[src/include/jtbi_defs.svh]
`ifndef JTBI_DEFS_SVH
`define JTBI_DEFS_SVH

// ------------------------------------------------------------
// Instruction register
// ------------------------------------------------------------
`define JTBI_IR_W 6
`define JTBI_OP_IDCODE 6'h02
`define JTBI_OP_VALIDATE 6'h2d
`define JTBI_OP_CLAMP 6'h3e
`define JTBI_OP_BYPASS 6'h3f
`define JTBI_RSV_A_LO 6'h04
`define JTBI_RSV_A_HI 6'h2c
`define JTBI_RSV_B_LO 6'h2e
`define JTBI_RSV_B_HI 6'h3d

// ------------------------------------------------------------
// Identification register layout
// ------------------------------------------------------------
`define JTBI_ID_W 32
`define JTBI_ID_LSB_VAL 1'b1
`define JTBI_MAKER_W 11
`define JTBI_PART_W 16
`define JTBI_REV_W 4

// ------------------------------------------------------------
// Reset and capture values
// ------------------------------------------------------------
`define JTBI_BYPASS_CAPTURE 1'b0
`define JTBI_PINS_RST 4'h0
`define JTBI_TMS_CNT_W 3
`define JTBI_TMS_RESET_CNT 3'h5

`endif

[src/include/jtbi_pkg.sv]
`default_nettype none

package jtbi_pkg;

    // ------------------------------------------------------------
    // Controller states
    // ------------------------------------------------------------
    typedef enum logic [3:0] {
        TEST_LOGIC_RESET,
        RUN_TEST_IDLE,
        SELECT_DR,
        CAPTURE_DR,
        SHIFT_DR,
        EXIT1_DR,
        PAUSE_DR,
        EXIT2_DR,
        UPDATE_DR,
        SELECT_IR,
        CAPTURE_IR,
        SHIFT_IR,
        EXIT1_IR,
        PAUSE_IR,
        EXIT2_IR,
        UPDATE_IR
    } jtbi_state_t;

    // ------------------------------------------------------------
    // Test pins
    // ------------------------------------------------------------
    typedef struct packed {
        logic tck;
        logic tms;
        logic tdi;
        logic trstN;
    } jtbi_pins_t;

endpackage : jtbi_pkg

`default_nettype wire

[src/rtl/jtbi_sync.sv]
`include "jtbi_defs.svh"
`default_nettype none

module jtbi_sync (
    input wire logic clk,
    input wire logic rst,
    input wire jtbi_pkg::jtbi_pins_t pinsAsync,
    output jtbi_pkg::jtbi_pins_t pinsSync
);

    // ------------------------------------------------------------
    // Two-stage synchroniser
    // ------------------------------------------------------------
    jtbi_pkg::jtbi_pins_t stage1Reg;
    jtbi_pkg::jtbi_pins_t stage1Next;
    jtbi_pkg::jtbi_pins_t stage2Reg;
    jtbi_pkg::jtbi_pins_t stage2Next;

    always_comb begin
        stage1Next = pinsAsync;
        stage2Next = stage1Reg;
    end

    // Test reset reads asserted while the chip is in reset
    always_ff @(posedge clk or posedge rst) begin
        if (rst) begin
            stage1Reg <= `JTBI_PINS_RST;
            stage2Reg <= `JTBI_PINS_RST;
        end else begin
            stage1Reg <= stage1Next;
            stage2Reg <= stage2Next;
        end
    end

    assign pinsSync = stage2Reg;

endmodule : jtbi_sync

`default_nettype wire

[src/rtl/jtbi_tap.sv]
// What this block does
// RL1: Bypass instruction puts one flip-flop between TDI and TDO.
// RL2: Capture-DR with bypass selected loads zero into bypass flip-flop.
// RL3: Clamp holds boundary outputs fixed and routes serial path through bypass.
// RL4: Test reset or five TMS-high clocks make identification current.
// RL5: Identification value bit zero is always one.
// RL6: Tester may read first bit one as identification, zero as bypass.
// RL7: Bypass exists too, but is not the default after reset.
// RL8: Identification instruction plus Shift-DR shifts out the 32-bit value.
// RL9: Maker code bits 11:1, part code bits 27:12, bit 0 one.
// RL10: Bits 31:28 hold a read-only 4-bit revision code.
// RL11: Capture-IR loads the validate pattern, low bits 01.
// RL12: Tester must not load reserved opcodes.
// RL13: Tester should hold the controller in reset in normal operation.
// RL14: Six-bit decode of identification, clamp, bypass and reserved codes.
// RL15: Instruction bits shift on rising TCK, become current at Update-IR.
// RL16: Sixteen-state controller, TMS on rising TCK, TDO on falling TCK.
`include "jtbi_defs.svh"
`default_nettype none

module jtbi_tap #(
    // Arbitrary value
    parameter logic [`JTBI_MAKER_W-1:0] MAKER_CODE_FIELD = 11'h155,
    // Arbitrary value
    parameter logic [`JTBI_PART_W-1:0] PART_CODE = 16'h1234,
    // Arbitrary value
    parameter logic [`JTBI_REV_W-1:0] REVISION_CODE = 4'h1
) (
    input wire logic clk,
    input wire logic rst,
    input wire jtbi_pkg::jtbi_pins_t pinsIn,
    output logic tdo,
    output logic tdoOe,
    output logic clampActive,
    output logic testModeActive,
    output logic [`JTBI_IR_W-1:0] instrCurrent
);

    // ------------------------------------------------------------
    // Identification value
    // ------------------------------------------------------------
    // RL9 field packing
    // RL10 revision field
    localparam logic [`JTBI_ID_W-1:0] ID_VALUE =
        {REVISION_CODE, PART_CODE, MAKER_CODE_FIELD, `JTBI_ID_LSB_VAL};

    // ------------------------------------------------------------
    // Functions
    // ------------------------------------------------------------
    // RL16 controller transitions
    function automatic jtbi_pkg::jtbi_state_t tapNext(
        input jtbi_pkg::jtbi_state_t s,
        input logic tms
    );
        jtbi_pkg::jtbi_state_t n;
        n = s;
        unique case (s)
            jtbi_pkg::TEST_LOGIC_RESET: n = tms ? jtbi_pkg::TEST_LOGIC_RESET : jtbi_pkg::RUN_TEST_IDLE;
            jtbi_pkg::RUN_TEST_IDLE: n = tms ? jtbi_pkg::SELECT_DR : jtbi_pkg::RUN_TEST_IDLE;
            jtbi_pkg::SELECT_DR: n = tms ? jtbi_pkg::SELECT_IR : jtbi_pkg::CAPTURE_DR;
            jtbi_pkg::CAPTURE_DR: n = tms ? jtbi_pkg::EXIT1_DR : jtbi_pkg::SHIFT_DR;
            jtbi_pkg::SHIFT_DR: n = tms ? jtbi_pkg::EXIT1_DR : jtbi_pkg::SHIFT_DR;
            jtbi_pkg::EXIT1_DR: n = tms ? jtbi_pkg::UPDATE_DR : jtbi_pkg::PAUSE_DR;
            jtbi_pkg::PAUSE_DR: n = tms ? jtbi_pkg::EXIT2_DR : jtbi_pkg::PAUSE_DR;
            jtbi_pkg::EXIT2_DR: n = tms ? jtbi_pkg::UPDATE_DR : jtbi_pkg::SHIFT_DR;
            jtbi_pkg::UPDATE_DR: n = tms ? jtbi_pkg::SELECT_DR : jtbi_pkg::RUN_TEST_IDLE;
            jtbi_pkg::SELECT_IR: n = tms ? jtbi_pkg::TEST_LOGIC_RESET : jtbi_pkg::CAPTURE_IR;
            jtbi_pkg::CAPTURE_IR: n = tms ? jtbi_pkg::EXIT1_IR : jtbi_pkg::SHIFT_IR;
            jtbi_pkg::SHIFT_IR: n = tms ? jtbi_pkg::EXIT1_IR : jtbi_pkg::SHIFT_IR;
            jtbi_pkg::EXIT1_IR: n = tms ? jtbi_pkg::UPDATE_IR : jtbi_pkg::PAUSE_IR;
            jtbi_pkg::PAUSE_IR: n = tms ? jtbi_pkg::EXIT2_IR : jtbi_pkg::PAUSE_IR;
            jtbi_pkg::EXIT2_IR: n = tms ? jtbi_pkg::UPDATE_IR : jtbi_pkg::SHIFT_IR;
            jtbi_pkg::UPDATE_IR: n = tms ? jtbi_pkg::SELECT_DR : jtbi_pkg::RUN_TEST_IDLE;
        endcase
        return n;
    endfunction : tapNext

    // RL14 identification decode; every other code uses bypass
    function automatic logic isIdSel(input logic [`JTBI_IR_W-1:0] ir);
        return ir == `JTBI_OP_IDCODE;
    endfunction : isIdSel

    // RL14 reserved ranges
    function automatic logic isReserved(input logic [`JTBI_IR_W-1:0] ir);
        return ((ir >= `JTBI_RSV_A_LO) && (ir <= `JTBI_RSV_A_HI)) ||
               ((ir >= `JTBI_RSV_B_LO) && (ir <= `JTBI_RSV_B_HI));
    endfunction : isReserved

    // ------------------------------------------------------------
    // Pin synchroniser and edges
    // ------------------------------------------------------------
    jtbi_pkg::jtbi_pins_t pins;

    jtbi_sync u_sync (
        .clk(clk),
        .rst(rst),
        .pinsAsync(pinsIn),
        .pinsSync(pins)
    );

    jtbi_pkg::jtbi_state_t stateReg;
    jtbi_pkg::jtbi_state_t stateNext;
    logic [`JTBI_IR_W-1:0] irShiftReg;
    logic [`JTBI_IR_W-1:0] irShiftNext;
    logic [`JTBI_IR_W-1:0] irReg;
    logic [`JTBI_IR_W-1:0] irNext;
    logic bypassReg;
    logic bypassNext;
    logic [`JTBI_ID_W-1:0] idShiftReg;
    logic [`JTBI_ID_W-1:0] idShiftNext;
    logic tdoReg;
    logic tdoNext;
    logic tdoOeReg;
    logic tdoOeNext;
    logic clampReg;
    logic clampNext;
    logic testModeReg;
    logic testModeNext;
    logic tckPrevReg;
    logic tckPrevNext;
    logic [`JTBI_TMS_CNT_W-1:0] tmsCntReg;
    logic [`JTBI_TMS_CNT_W-1:0] tmsCntNext;
    logic tckRise;
    logic tckFall;
    logic idSel;

    // Edge found a few clocks late; fine at the slow test clock
    assign tckRise = pins.tck & ~tckPrevReg;
    assign tckFall = ~pins.tck & tckPrevReg;
    assign idSel = isIdSel(irReg);

    // ------------------------------------------------------------
    // Controller and registers
    // ------------------------------------------------------------
    always_comb begin
        stateNext = stateReg;
        irShiftNext = irShiftReg;
        irNext = irReg;
        bypassNext = bypassReg;
        idShiftNext = idShiftReg;
        tdoNext = tdoReg;
        tdoOeNext = tdoOeReg;
        tckPrevNext = pins.tck;
        tmsCntNext = tmsCntReg;
        if (!pins.trstN) begin
            // RL4 test reset
            stateNext = jtbi_pkg::TEST_LOGIC_RESET;
            irNext = `JTBI_OP_IDCODE;
            tdoOeNext = 1'b0;
            tmsCntNext = '0;
        end else begin
            if (tckRise) begin
                if (!pins.tms) begin
                    tmsCntNext = '0;
                end else if (tmsCntReg != `JTBI_TMS_RESET_CNT) begin
                    tmsCntNext = tmsCntReg + `JTBI_TMS_CNT_W'(1);
                end
                // RL11 validate capture
                if (stateReg == jtbi_pkg::CAPTURE_IR) begin
                    irShiftNext = `JTBI_OP_VALIDATE;
                end
                // RL15 instruction shift
                if (stateReg == jtbi_pkg::SHIFT_IR) begin
                    irShiftNext = {pins.tdi, irShiftReg[`JTBI_IR_W-1:1]};
                end
                if (stateReg == jtbi_pkg::CAPTURE_DR) begin
                    if (idSel) begin
                        // RL5 fixed one in bit zero
                        idShiftNext = ID_VALUE;
                    end else begin
                        // RL2 bypass capture zero
                        bypassNext = `JTBI_BYPASS_CAPTURE;
                    end
                end
                if (stateReg == jtbi_pkg::SHIFT_DR) begin
                    if (idSel) begin
                        // RL8 identification shift
                        idShiftNext = {pins.tdi, idShiftReg[`JTBI_ID_W-1:1]};
                    end else begin
                        // RL1 one-bit path
                        bypassNext = pins.tdi;
                    end
                end
                // RL16 TMS on rising edge
                stateNext = tapNext(stateReg, pins.tms);
            end
            if (tckFall) begin
                // RL15 update makes current
                if (stateReg == jtbi_pkg::UPDATE_IR) begin
                    irNext = irShiftReg;
                end
                // RL16 TDO on falling edge
                tdoOeNext = (stateReg == jtbi_pkg::SHIFT_IR) || (stateReg == jtbi_pkg::SHIFT_DR);
                if (stateReg == jtbi_pkg::SHIFT_IR) begin
                    tdoNext = irShiftReg[0];
                end else if (stateReg == jtbi_pkg::SHIFT_DR) begin
                    tdoNext = idSel ? idShiftReg[0] : bypassReg;
                end else begin
                    tdoNext = 1'b0;
                end
            end
            // RL7 identification by default
            if (stateReg == jtbi_pkg::TEST_LOGIC_RESET) begin
                irNext = `JTBI_OP_IDCODE;
            end
        end
        // RL3 clamp outputs
        clampNext = irNext == `JTBI_OP_CLAMP;
        testModeNext = isReserved(irNext);
    end

    always_ff @(posedge clk or posedge rst) begin
        if (rst) begin
            stateReg <= jtbi_pkg::TEST_LOGIC_RESET;
            irShiftReg <= '0;
            irReg <= `JTBI_OP_IDCODE;
            bypassReg <= `JTBI_BYPASS_CAPTURE;
            idShiftReg <= '0;
            tdoReg <= 1'b0;
            tdoOeReg <= 1'b0;
            clampReg <= 1'b0;
            testModeReg <= 1'b0;
            tckPrevReg <= 1'b0;
            tmsCntReg <= '0;
        end else begin
            stateReg <= stateNext;
            irShiftReg <= irShiftNext;
            irReg <= irNext;
            bypassReg <= bypassNext;
            idShiftReg <= idShiftNext;
            tdoReg <= tdoNext;
            tdoOeReg <= tdoOeNext;
            clampReg <= clampNext;
            testModeReg <= testModeNext;
            tckPrevReg <= tckPrevNext;
            tmsCntReg <= tmsCntNext;
        end
    end

    assign tdo = tdoReg;
    assign tdoOe = tdoOeReg;
    assign clampActive = clampReg;
    assign testModeActive = testModeReg;
    assign instrCurrent = irReg;

    // ------------------------------------------------------------
    // Assertions
    // ------------------------------------------------------------
    AST_BYP_SHIFT: assert property (@(posedge clk) disable iff (rst) // RL1
        (pins.trstN && tckRise && stateReg == jtbi_pkg::SHIFT_DR && !idSel)
        |=> (bypassReg == $past(pins.tdi)))
        else $error("Bypass did not take TDI");

    AST_BYP_CAPTURE: assert property (@(posedge clk) disable iff (rst) // RL2
        (pins.trstN && tckRise && stateReg == jtbi_pkg::CAPTURE_DR && !idSel)
        |=> (bypassReg == `JTBI_BYPASS_CAPTURE))
        else $error("Bypass capture not zero");

    AST_CLAMP_PATH: assert property (@(posedge clk) disable iff (rst) // RL3
        (irReg == `JTBI_OP_CLAMP) |-> (clampActive && !idSel))
        else $error("Clamp not active or path wrong");

    AST_TRST_ID: assert property (@(posedge clk) disable iff (rst) // RL4
        !pins.trstN |=> (stateReg == jtbi_pkg::TEST_LOGIC_RESET && irReg == `JTBI_OP_IDCODE))
        else $error("Test reset did not select identification");

    AST_TMS_FIVE: assert property (@(posedge clk) disable iff (rst) // RL4
        (tmsCntReg == `JTBI_TMS_RESET_CNT) |-> (stateReg == jtbi_pkg::TEST_LOGIC_RESET))
        else $error("Five TMS-high clocks did not reset");

    AST_ID_CAPTURE: assert property (@(posedge clk) disable iff (rst) // RL9
        (pins.trstN && tckRise && stateReg == jtbi_pkg::CAPTURE_DR && idSel)
        |=> (idShiftReg == ID_VALUE && idShiftReg[0] == `JTBI_ID_LSB_VAL))
        else $error("Identification capture wrong");

    AST_RESET_DEFAULT: assert property (@(posedge clk) disable iff (rst) // RL7
        (stateReg == jtbi_pkg::TEST_LOGIC_RESET) |=> idSel)
        else $error("Bypass selected after reset");

    AST_ID_SHIFT: assert property (@(posedge clk) disable iff (rst) // RL8
        (pins.trstN && tckRise && stateReg == jtbi_pkg::SHIFT_DR && idSel)
        |=> (idShiftReg == {$past(pins.tdi), $past(idShiftReg[`JTBI_ID_W-1:1])}))
        else $error("Identification shift wrong");

    AST_IR_CAPTURE: assert property (@(posedge clk) disable iff (rst) // RL11
        (pins.trstN && tckRise && stateReg == jtbi_pkg::CAPTURE_IR)
        |=> (irShiftReg == `JTBI_OP_VALIDATE))
        else $error("Validate pattern not captured");

    AST_IR_HOLD: assert property (@(posedge clk) disable iff (rst) // RL15
        (pins.trstN && stateReg != jtbi_pkg::TEST_LOGIC_RESET &&
         !(tckFall && stateReg == jtbi_pkg::UPDATE_IR)) |=> (irReg == $past(irReg)))
        else $error("Instruction changed outside update");

    AST_TDO_FALL: assert property (@(posedge clk) disable iff (rst) // RL16
        (pins.trstN && tckFall && stateReg == jtbi_pkg::SHIFT_DR && !idSel)
        |=> (tdoOe && tdo == $past(bypassReg)))
        else $error("TDO not driven from bypass");

endmodule : jtbi_tap

`default_nettype wire

[config.mk]
export PLATFORM = sky130hd
export DESIGN_NAME = jtbi_tap
export DESIGN_NICKNAME = d
export VERILOG_FILES = /design/src/include/jtbi_pkg.sv /design/src/rtl/jtbi_sync.sv /design/src/rtl/jtbi_tap.sv
export VERILOG_INCLUDE_DIRS = /design/src /design/src/include
export SDC_FILE = /design/constraint.sdc
export NUM_CORES = 1
export LEC_CHECK = 0
export ABC_AREA = 1
export ABC_CLOCK_PERIOD_IN_PS = 2900
export BUFFER_PORTS_ARGS = -buffer_cell sky130_fd_sc_hd__buf_2
export CAP_MARGIN = 20
export CORE_AREA = 3 3 77 79
export CTS_CLUSTER_DIAMETER = 40
export DETAILED_ROUTE_END_ITERATION = 10
export DIE_AREA = 0 0 80 82
export GPL_TIMING_DRIVEN = 0
export PLACE_DENSITY_LB_ADDON = 0.25
export RECOVER_POWER = 100
export SETUP_SLACK_MARGIN = 0.15
export SYNTH_ARGS = -nofsm -noshare
export SYNTH_HDL_FRONTEND = slang
export SYNTH_HIERARCHICAL = 1
export SYNTH_SLANG_ARGS = --single-unit
[constraint.sdc]
create_clock -name clk -period 2.9 [get_ports clk]
set_input_delay 0.58 -clock clk [delete_from_list [all_inputs] [get_ports clk]]
set_output_delay 0.58 -clock clk [all_outputs]
set_load 0.05 [all_outputs]
==> out/metrics.cfg, run 1 <==
[clock_network]
htreeDepth=3
clock_latency_ps=340
holdBufCountCts=0
clk_pin_slew_ps=70
post-cts-setup-buffers=0
cts_tree=yes
numCtsBuffers=9
cts.sinks=62
cts_buffer_depth=2
cts_root_buffer=clkbuf_8
postCtsResizedCells=0

[synthesis]
yosys.area.top_type_share_pct=52.27
ys.warnings.count=6
synth.area.top_cells=dfrtp_1, nand2_1, o21ai_0
synth_cells=342
ys_ff_latch=62
syn_nets=348
synth_top_cell_by_area=dfrtp_1
netlist-cell-type-count=32
ys_seq_area_share_pct=53.17
syn_area_um2=2920
avgSynthCellArea_um2=8.539

[sta]
fin_worst_skew_ps=12.60
setup_viol=0
period_minus_slack_ps=2229
relSlewSlack_pct=11.51
finalCritPeriodShare_pct=76.86
finalHoldViolCount=0
holdWs_ps=167.0
slew_violations=0
fin_tns_setup_ps=0
fmax_mhz=448.7
worst_pin_slew_ps=1326
grt_setup_unrepaired=false

[cells_and_area]
fin_nets=375
fill_cells=499
stdcell_count=446
syn_to_final_growth_pct=10.88
n_antenna_cell=0
drive_gt1_share_pct=11.50

[floorplanning]
dieArea_um2=6560
die-width_um=80
initial_core_util_pct=54.03
num_rows=27
die_h_um=82
coreArea_um2=5405
boundaryPins=16

[drt]
viasPerCell=5.193
wl_per_cell_um=13.13
dr.pass1.iters=4
ant_nets=0
routed-via-count=2316
wl_um=5856
drc_errors=0
drtIter0Drc=165

[critical_path]
r2r_start=instrCurrent[1]
crit_family=simple AND/OR/NAND/NOR gates
worstRegToRegCells=7
worst-path-stages=7
reg2reg_slack_ps=670
cpMaxStageDelayCell=dfstp_1
cp.arrival_ps=2490
crit_path_start_kind=flop
worstSetupEndpointType=flop
critical_path.max_fanout=10
slowest_delay_ps=560
cpMostUsedCell=nor2_1
worstSetupPathType=flop to flop
path_buf_inv=2
path_cells=inv_1, nor2_1, nand4_1, nor2_1, clkbuf_1, nand2_1, a31oi_2
required_ps=3160

[power]
leakage_uw=0.001511
total_power_uw=1572
power_density_nw_per_um2=485.4
ir_drop_mv=0.3954

[global_route]
antenna_found_initial=0
grt-ovfl-total=0
track_usage_pct=20.13
grt_pass1_vias=2138
grt_first_pass_wirelength_um=9991
grt_max_degree=33

[flow_run]
cap_violations=0

[placement]
numPortBuffers=15
gp_congestion=0.8695
hpwl_um=4086
dp.cells=430

[status]
status=finished, final reports clean

[hold_path]
hp-class=primary input to async pin

## synthesized netlist by cell type
cell and n:
nand2_1 65, dfrtp_1 61, o21ai_0 42, inv_1 40
nor2_1 37, nand3_1 22, a21oi_1 9, a31oi_2 7
a31oi_1 6, clkbuf_1 6, nand2_2 6, o22ai_1 5
inv_2 4, nor2_2 4, nor3_1 4, buf_2 3
o31ai_1 3, nand3b_1 2, nand4_1 2, nor2_4 2
a22oi_1 1, buf_4 1, buf_6 1, clkinv_1 1
dfstp_2 1, nand2_4 1, nand3_2 1, nand4_2 1
nor2_8 1, o2111ai_1 1, o211ai_1 1, o21ai_1 1
## worst max-delay path by stage
| stage | slack, ps | endpoint | from |
|---|---|---|---|
| global route | 410 | flop | instrCurrent[1] |
| global placement | 270 | async pin | rst |
| floorplan | 1010 | async pin | rst |
| detailed placement | 980 | flop | instrCurrent[1] |
| CTS | 960 | flop | instrCurrent[1] |
| finish | 670 | flop | instrCurrent[1] |
## per-layer routing
| metal | track usage (%) | part of all wire (%) | up-vias |
|---|---|---|---|
| li1 | - | - | 1170 |
| met1 | 26.01 | 48 | 1098 |
| met2 | 31.46 | 47 | 42 |
| met3 | 4.934 | 4.2 | 6 |
| met4 | 10.47 | 1.2 | 0 |
| met5 | 0 | 0 | - |
## metrics by stage
step	setup slack [ps]	instance area [µm²]	utilization, %
global placement	272.6	3085	57.08
global route	412.3	3238	59.91
CTS	959.9	3279	60.67
detailed placement	983.9	3113	57.59
floorplan	1007	2920	-
finish	671.2	3238	59.91
## cell type report
| type | instances | area (µm²) | area share [%] |
|---|---|---|---|
| flip-flops and latches | 62 | 1553 | 47.95 |
| multi-input cells | 224 | 1126 | 34.78 |
| plain buffers | 11 | 45.04 | 1.391 |
| repair buffers | 16 | 88.84 | 2.743 |
| clock buffers | 11 | 141.4 | 4.366 |
| inverters | 45 | 168.9 | 5.216 |
| well taps | 72 | 90.09 | 2.782 |
| clock inverters | 5 | 25.02 | 0.7728 |
## cells by family (layout without fill, tap and decap cells)
group	count (synthesis)	after routing	synth area share (%)
buffers and inverters	56	88	7.712
AOI/OAI and AO/OA	76	76	15.85
and+or+nand+nor	148	148	23.26
DFF	62	62	53.17
## cell usage in the layout (no fill, tap or decap), types with 2 or more instances in the layout
| cell type | Yosys | final |
|---|---|---|
| dfrtp_1 | 61 | 61 |
| nand3b_1 | 2 | 2 |
| o22ai_1 | 5 | 5 |
| inv_2 | 4 | 3 |
| a21oi_1 | 9 | 9 |
| nand2_2 | 6 | 6 |
| clkbuf_8 | 0 | 10 |
| inv_1 | 40 | 41 |
| a31oi_2 | 7 | 7 |
| clkbuf_1 | 6 | 22 |
| nand3_1 | 22 | 23 |
| o21ai_0 | 42 | 43 |
| nand2_1 | 65 | 65 |
| buf_2 | 3 | 4 |
| nor3_1 | 4 | 4 |
| nor2_4 | 2 | 2 |
| o31ai_1 | 3 | 3 |
| a31oi_1 | 6 | 6 |
| clkinv_2 | 0 | 5 |
| nor2_1 | 37 | 39 |
| nand4_1 | 2 | 3 |
| nor2_2 | 4 | 2 |
## worst reg2reg max path, stage by stage, from the launching register on
cell and delay, ps:
dfstp_1 560, inv_1 50, nor2_1 90, nand4_1 290, nor2_1 420, clkbuf_1 410, nand2_1 140, a31oi_2 210
## power by group
part | leakage (µW) | switching (µW) | total [µW] | internal (µW)
registers | 0.000840 | 5.36 | 878 | 873
clock network | 0.0000926 | 317 | 643 | 326
logic | 0.000579 | 38.9 | 50.9 | 11.9
total | 0.00151 | 361 | 1570 | 1210
No activity file was read; power rests on OpenSTA's default activity.
==> run 2: changes to the inputs <==
ABC_CLOCK_PERIOD_IN_PS = 2310   (was 2900)
clock period = 2.31 ns   (was 2.9 ns; I/O delays follow)
==> run 2 against run 1 <==
Effect of this change: cell area decreased by 0.43%; clock skew hardly changed; critical path depth is 2 higher; worst hold slack lost 110 ps; critical path type unchanged.
==> out/metrics.cfg, run 2 (synthesis gave the netlist of run 1 again) <==
[critical_path]
path_buf_inv=3
required_ps=2570
crit_start=instrCurrent[1]
worstRegToRegCells=9
worst-path-stages=9
slowest_delay_ps=560
worstSetupEndpointType=flop
crit_family=simple AND/OR/NAND/NOR gates
critical_path.max_fanout=10
cpMaxStageDelayCell=dfstp_1
cp.arrival_ps=2290
path_cells=inv_1, nor2_1, nand4_2, nand2_1, inv_2, nor2_8, clkbuf_1, nor2_1, a31oi_2
r2r_start=instrCurrent[1]
cpMostUsedCell=nor2_1
reg2reg_slack_ps=280
worstSetupPathType=flop to flop
crit_path_start_kind=flop

[clock_network]
htreeDepth=3
cts_buffer_depth=2
cts.sinks=62
clock_latency_ps=330
numCtsBuffers=9
cts_tree=yes
post-cts-setup-buffers=0
postCtsResizedCells=0
cts_root_buffer=clkbuf_8
holdBufCountCts=0
clk_pin_slew_ps=70

[drt]
viasPerCell=5.229
drtIter0Drc=128
dr.pass1.iters=4
wl_um=5877
ant_nets=0
routed-via-count=2332
wl_per_cell_um=13.18
drc_errors=0

[power]
swShare_pct=22.89
ir_drop_mv=0.4922
total_power_uw=1965
p_switching_uw=449.7
clockPowerShare_pct=40.9
power_density_nw_per_um2=609.4
leakage_uw=0.001511
p_int_uw=1515
pwr-share-seq_pct=56.1
pwr-share-comb_pct=3.0

[status]
status=finished, final reports clean

[floorplanning]
die-width_um=80
boundaryPins=16
coreArea_um2=5405
num_rows=27
dieArea_um2=6560
die_h_um=82
initial_core_util_pct=54.03

[sta]
finalHoldViolCount=0
relSlewSlack_pct=18.44
slew_violations=0
finalCritPeriodShare_pct=87.89
worst_pin_slew_ps=1222
period_minus_slack_ps=2030
grt_setup_unrepaired=false
setup_viol=0
fmax_mhz=492.5
fin_worst_skew_ps=12.42

[global_route]
grt_max_degree=33
track_usage_pct=20.13
antenna_found_initial=0
grt_first_pass_wirelength_um=9991
grt-ovfl-total=0
grt_pass1_vias=2138

[flow_run]
cap_violations=0

[cells_and_area]
n_antenna_cell=0
stdcell_count=446
drive_gt1_share_pct=12.30
fin_nets=375
syn_to_final_growth_pct=10.41
layout_commonest_cell=nand2_1
final_cell_mix=nand2_1, dfrtp_1, o21ai_0, inv_1, nor2_1

[placement]
dp.cells=430
hpwl_um=4086
numPortBuffers=15
gp_congestion=0.8695

[hold_path]
hp-class=primary input to async pin

-- run 2: per-stage QoR --
step,cell area (µm²),setup WS [ps],TNS [ps],hold WS [ps],utilization [%]
2_1_floorplan,2920,535.1,0,277.7,-
3_3_place_gp,3085,-199.4,-10470,331.5,57.08
3_5_place_dp,3113,393.9,0,337.1,57.59
4_1_cts,3279,369.9,0,66.13,60.67
5_1_grt,3224,113.7,0,53.14,59.65
6_report,3224,279.7,0,52.08,59.65
-- run 2: routing by layer --
metal / up-vias / wire [µm] / global-route usage (%)
met4: 0 / 91 / 10.47
met5: - / 0 / 0
met2: 51 / 2736 / 31.46
met1: 1103 / 2743 / 26.01
met3: 9 / 305 / 4.934
li1: 1169 / - / -
-- run 2: worst reg2reg max path, delay by kind of cell (launching register included) --
kind                   cells  cell delay, ps
AO/OA/AOI/OAI              1             170
buffers and inverters      3             530
flip-flops                 1             560
AND/OR/NAND/NOR            5             710
-- run 2: worst min path at each step --
stage / from / endpoint / cells after the start
2_1_floorplan: rst / u_sync/pinsSync[0] / 1
3_3_place_gp: u_sync/stage1Reg[1] / u_sync/pinsSync[1] / 0
3_5_place_dp: u_sync/stage1Reg[0] / u_sync/pinsSync[0] / 0
4_1_cts: rst / u_sync/pinsSync[2] / 2
5_1_grt: rst / u_sync/stage1Reg[0] / 2
6_report: rst / u_sync/pinsSync[2] / 2
-- run 2: final cells by class --
type,instances,area (µm²)
Buffer,11,47.55
Clock buffer,11,141.4
Clock inverter,5,25.02
Fill cell,499,2181
Inverter,45,168.9
Multi-Input combinational cell,224,1132
Sequential cell,62,1553
Tap cell,72,90.09
Timing Repair Buffer,16,66.31
-- run 2: power groups by stage --
stage          logic, µW  clock network (µW)  registers, µW
6_report            58.8                 804           1100
5_1_grt             68.7                 886           1100
4_1_cts             67.4                 830           1100
3_5_place_dp        66.7                   0           1120
3_3_place_gp        59.9                   0           1120
2_1_floorplan       39.2                   0           1120
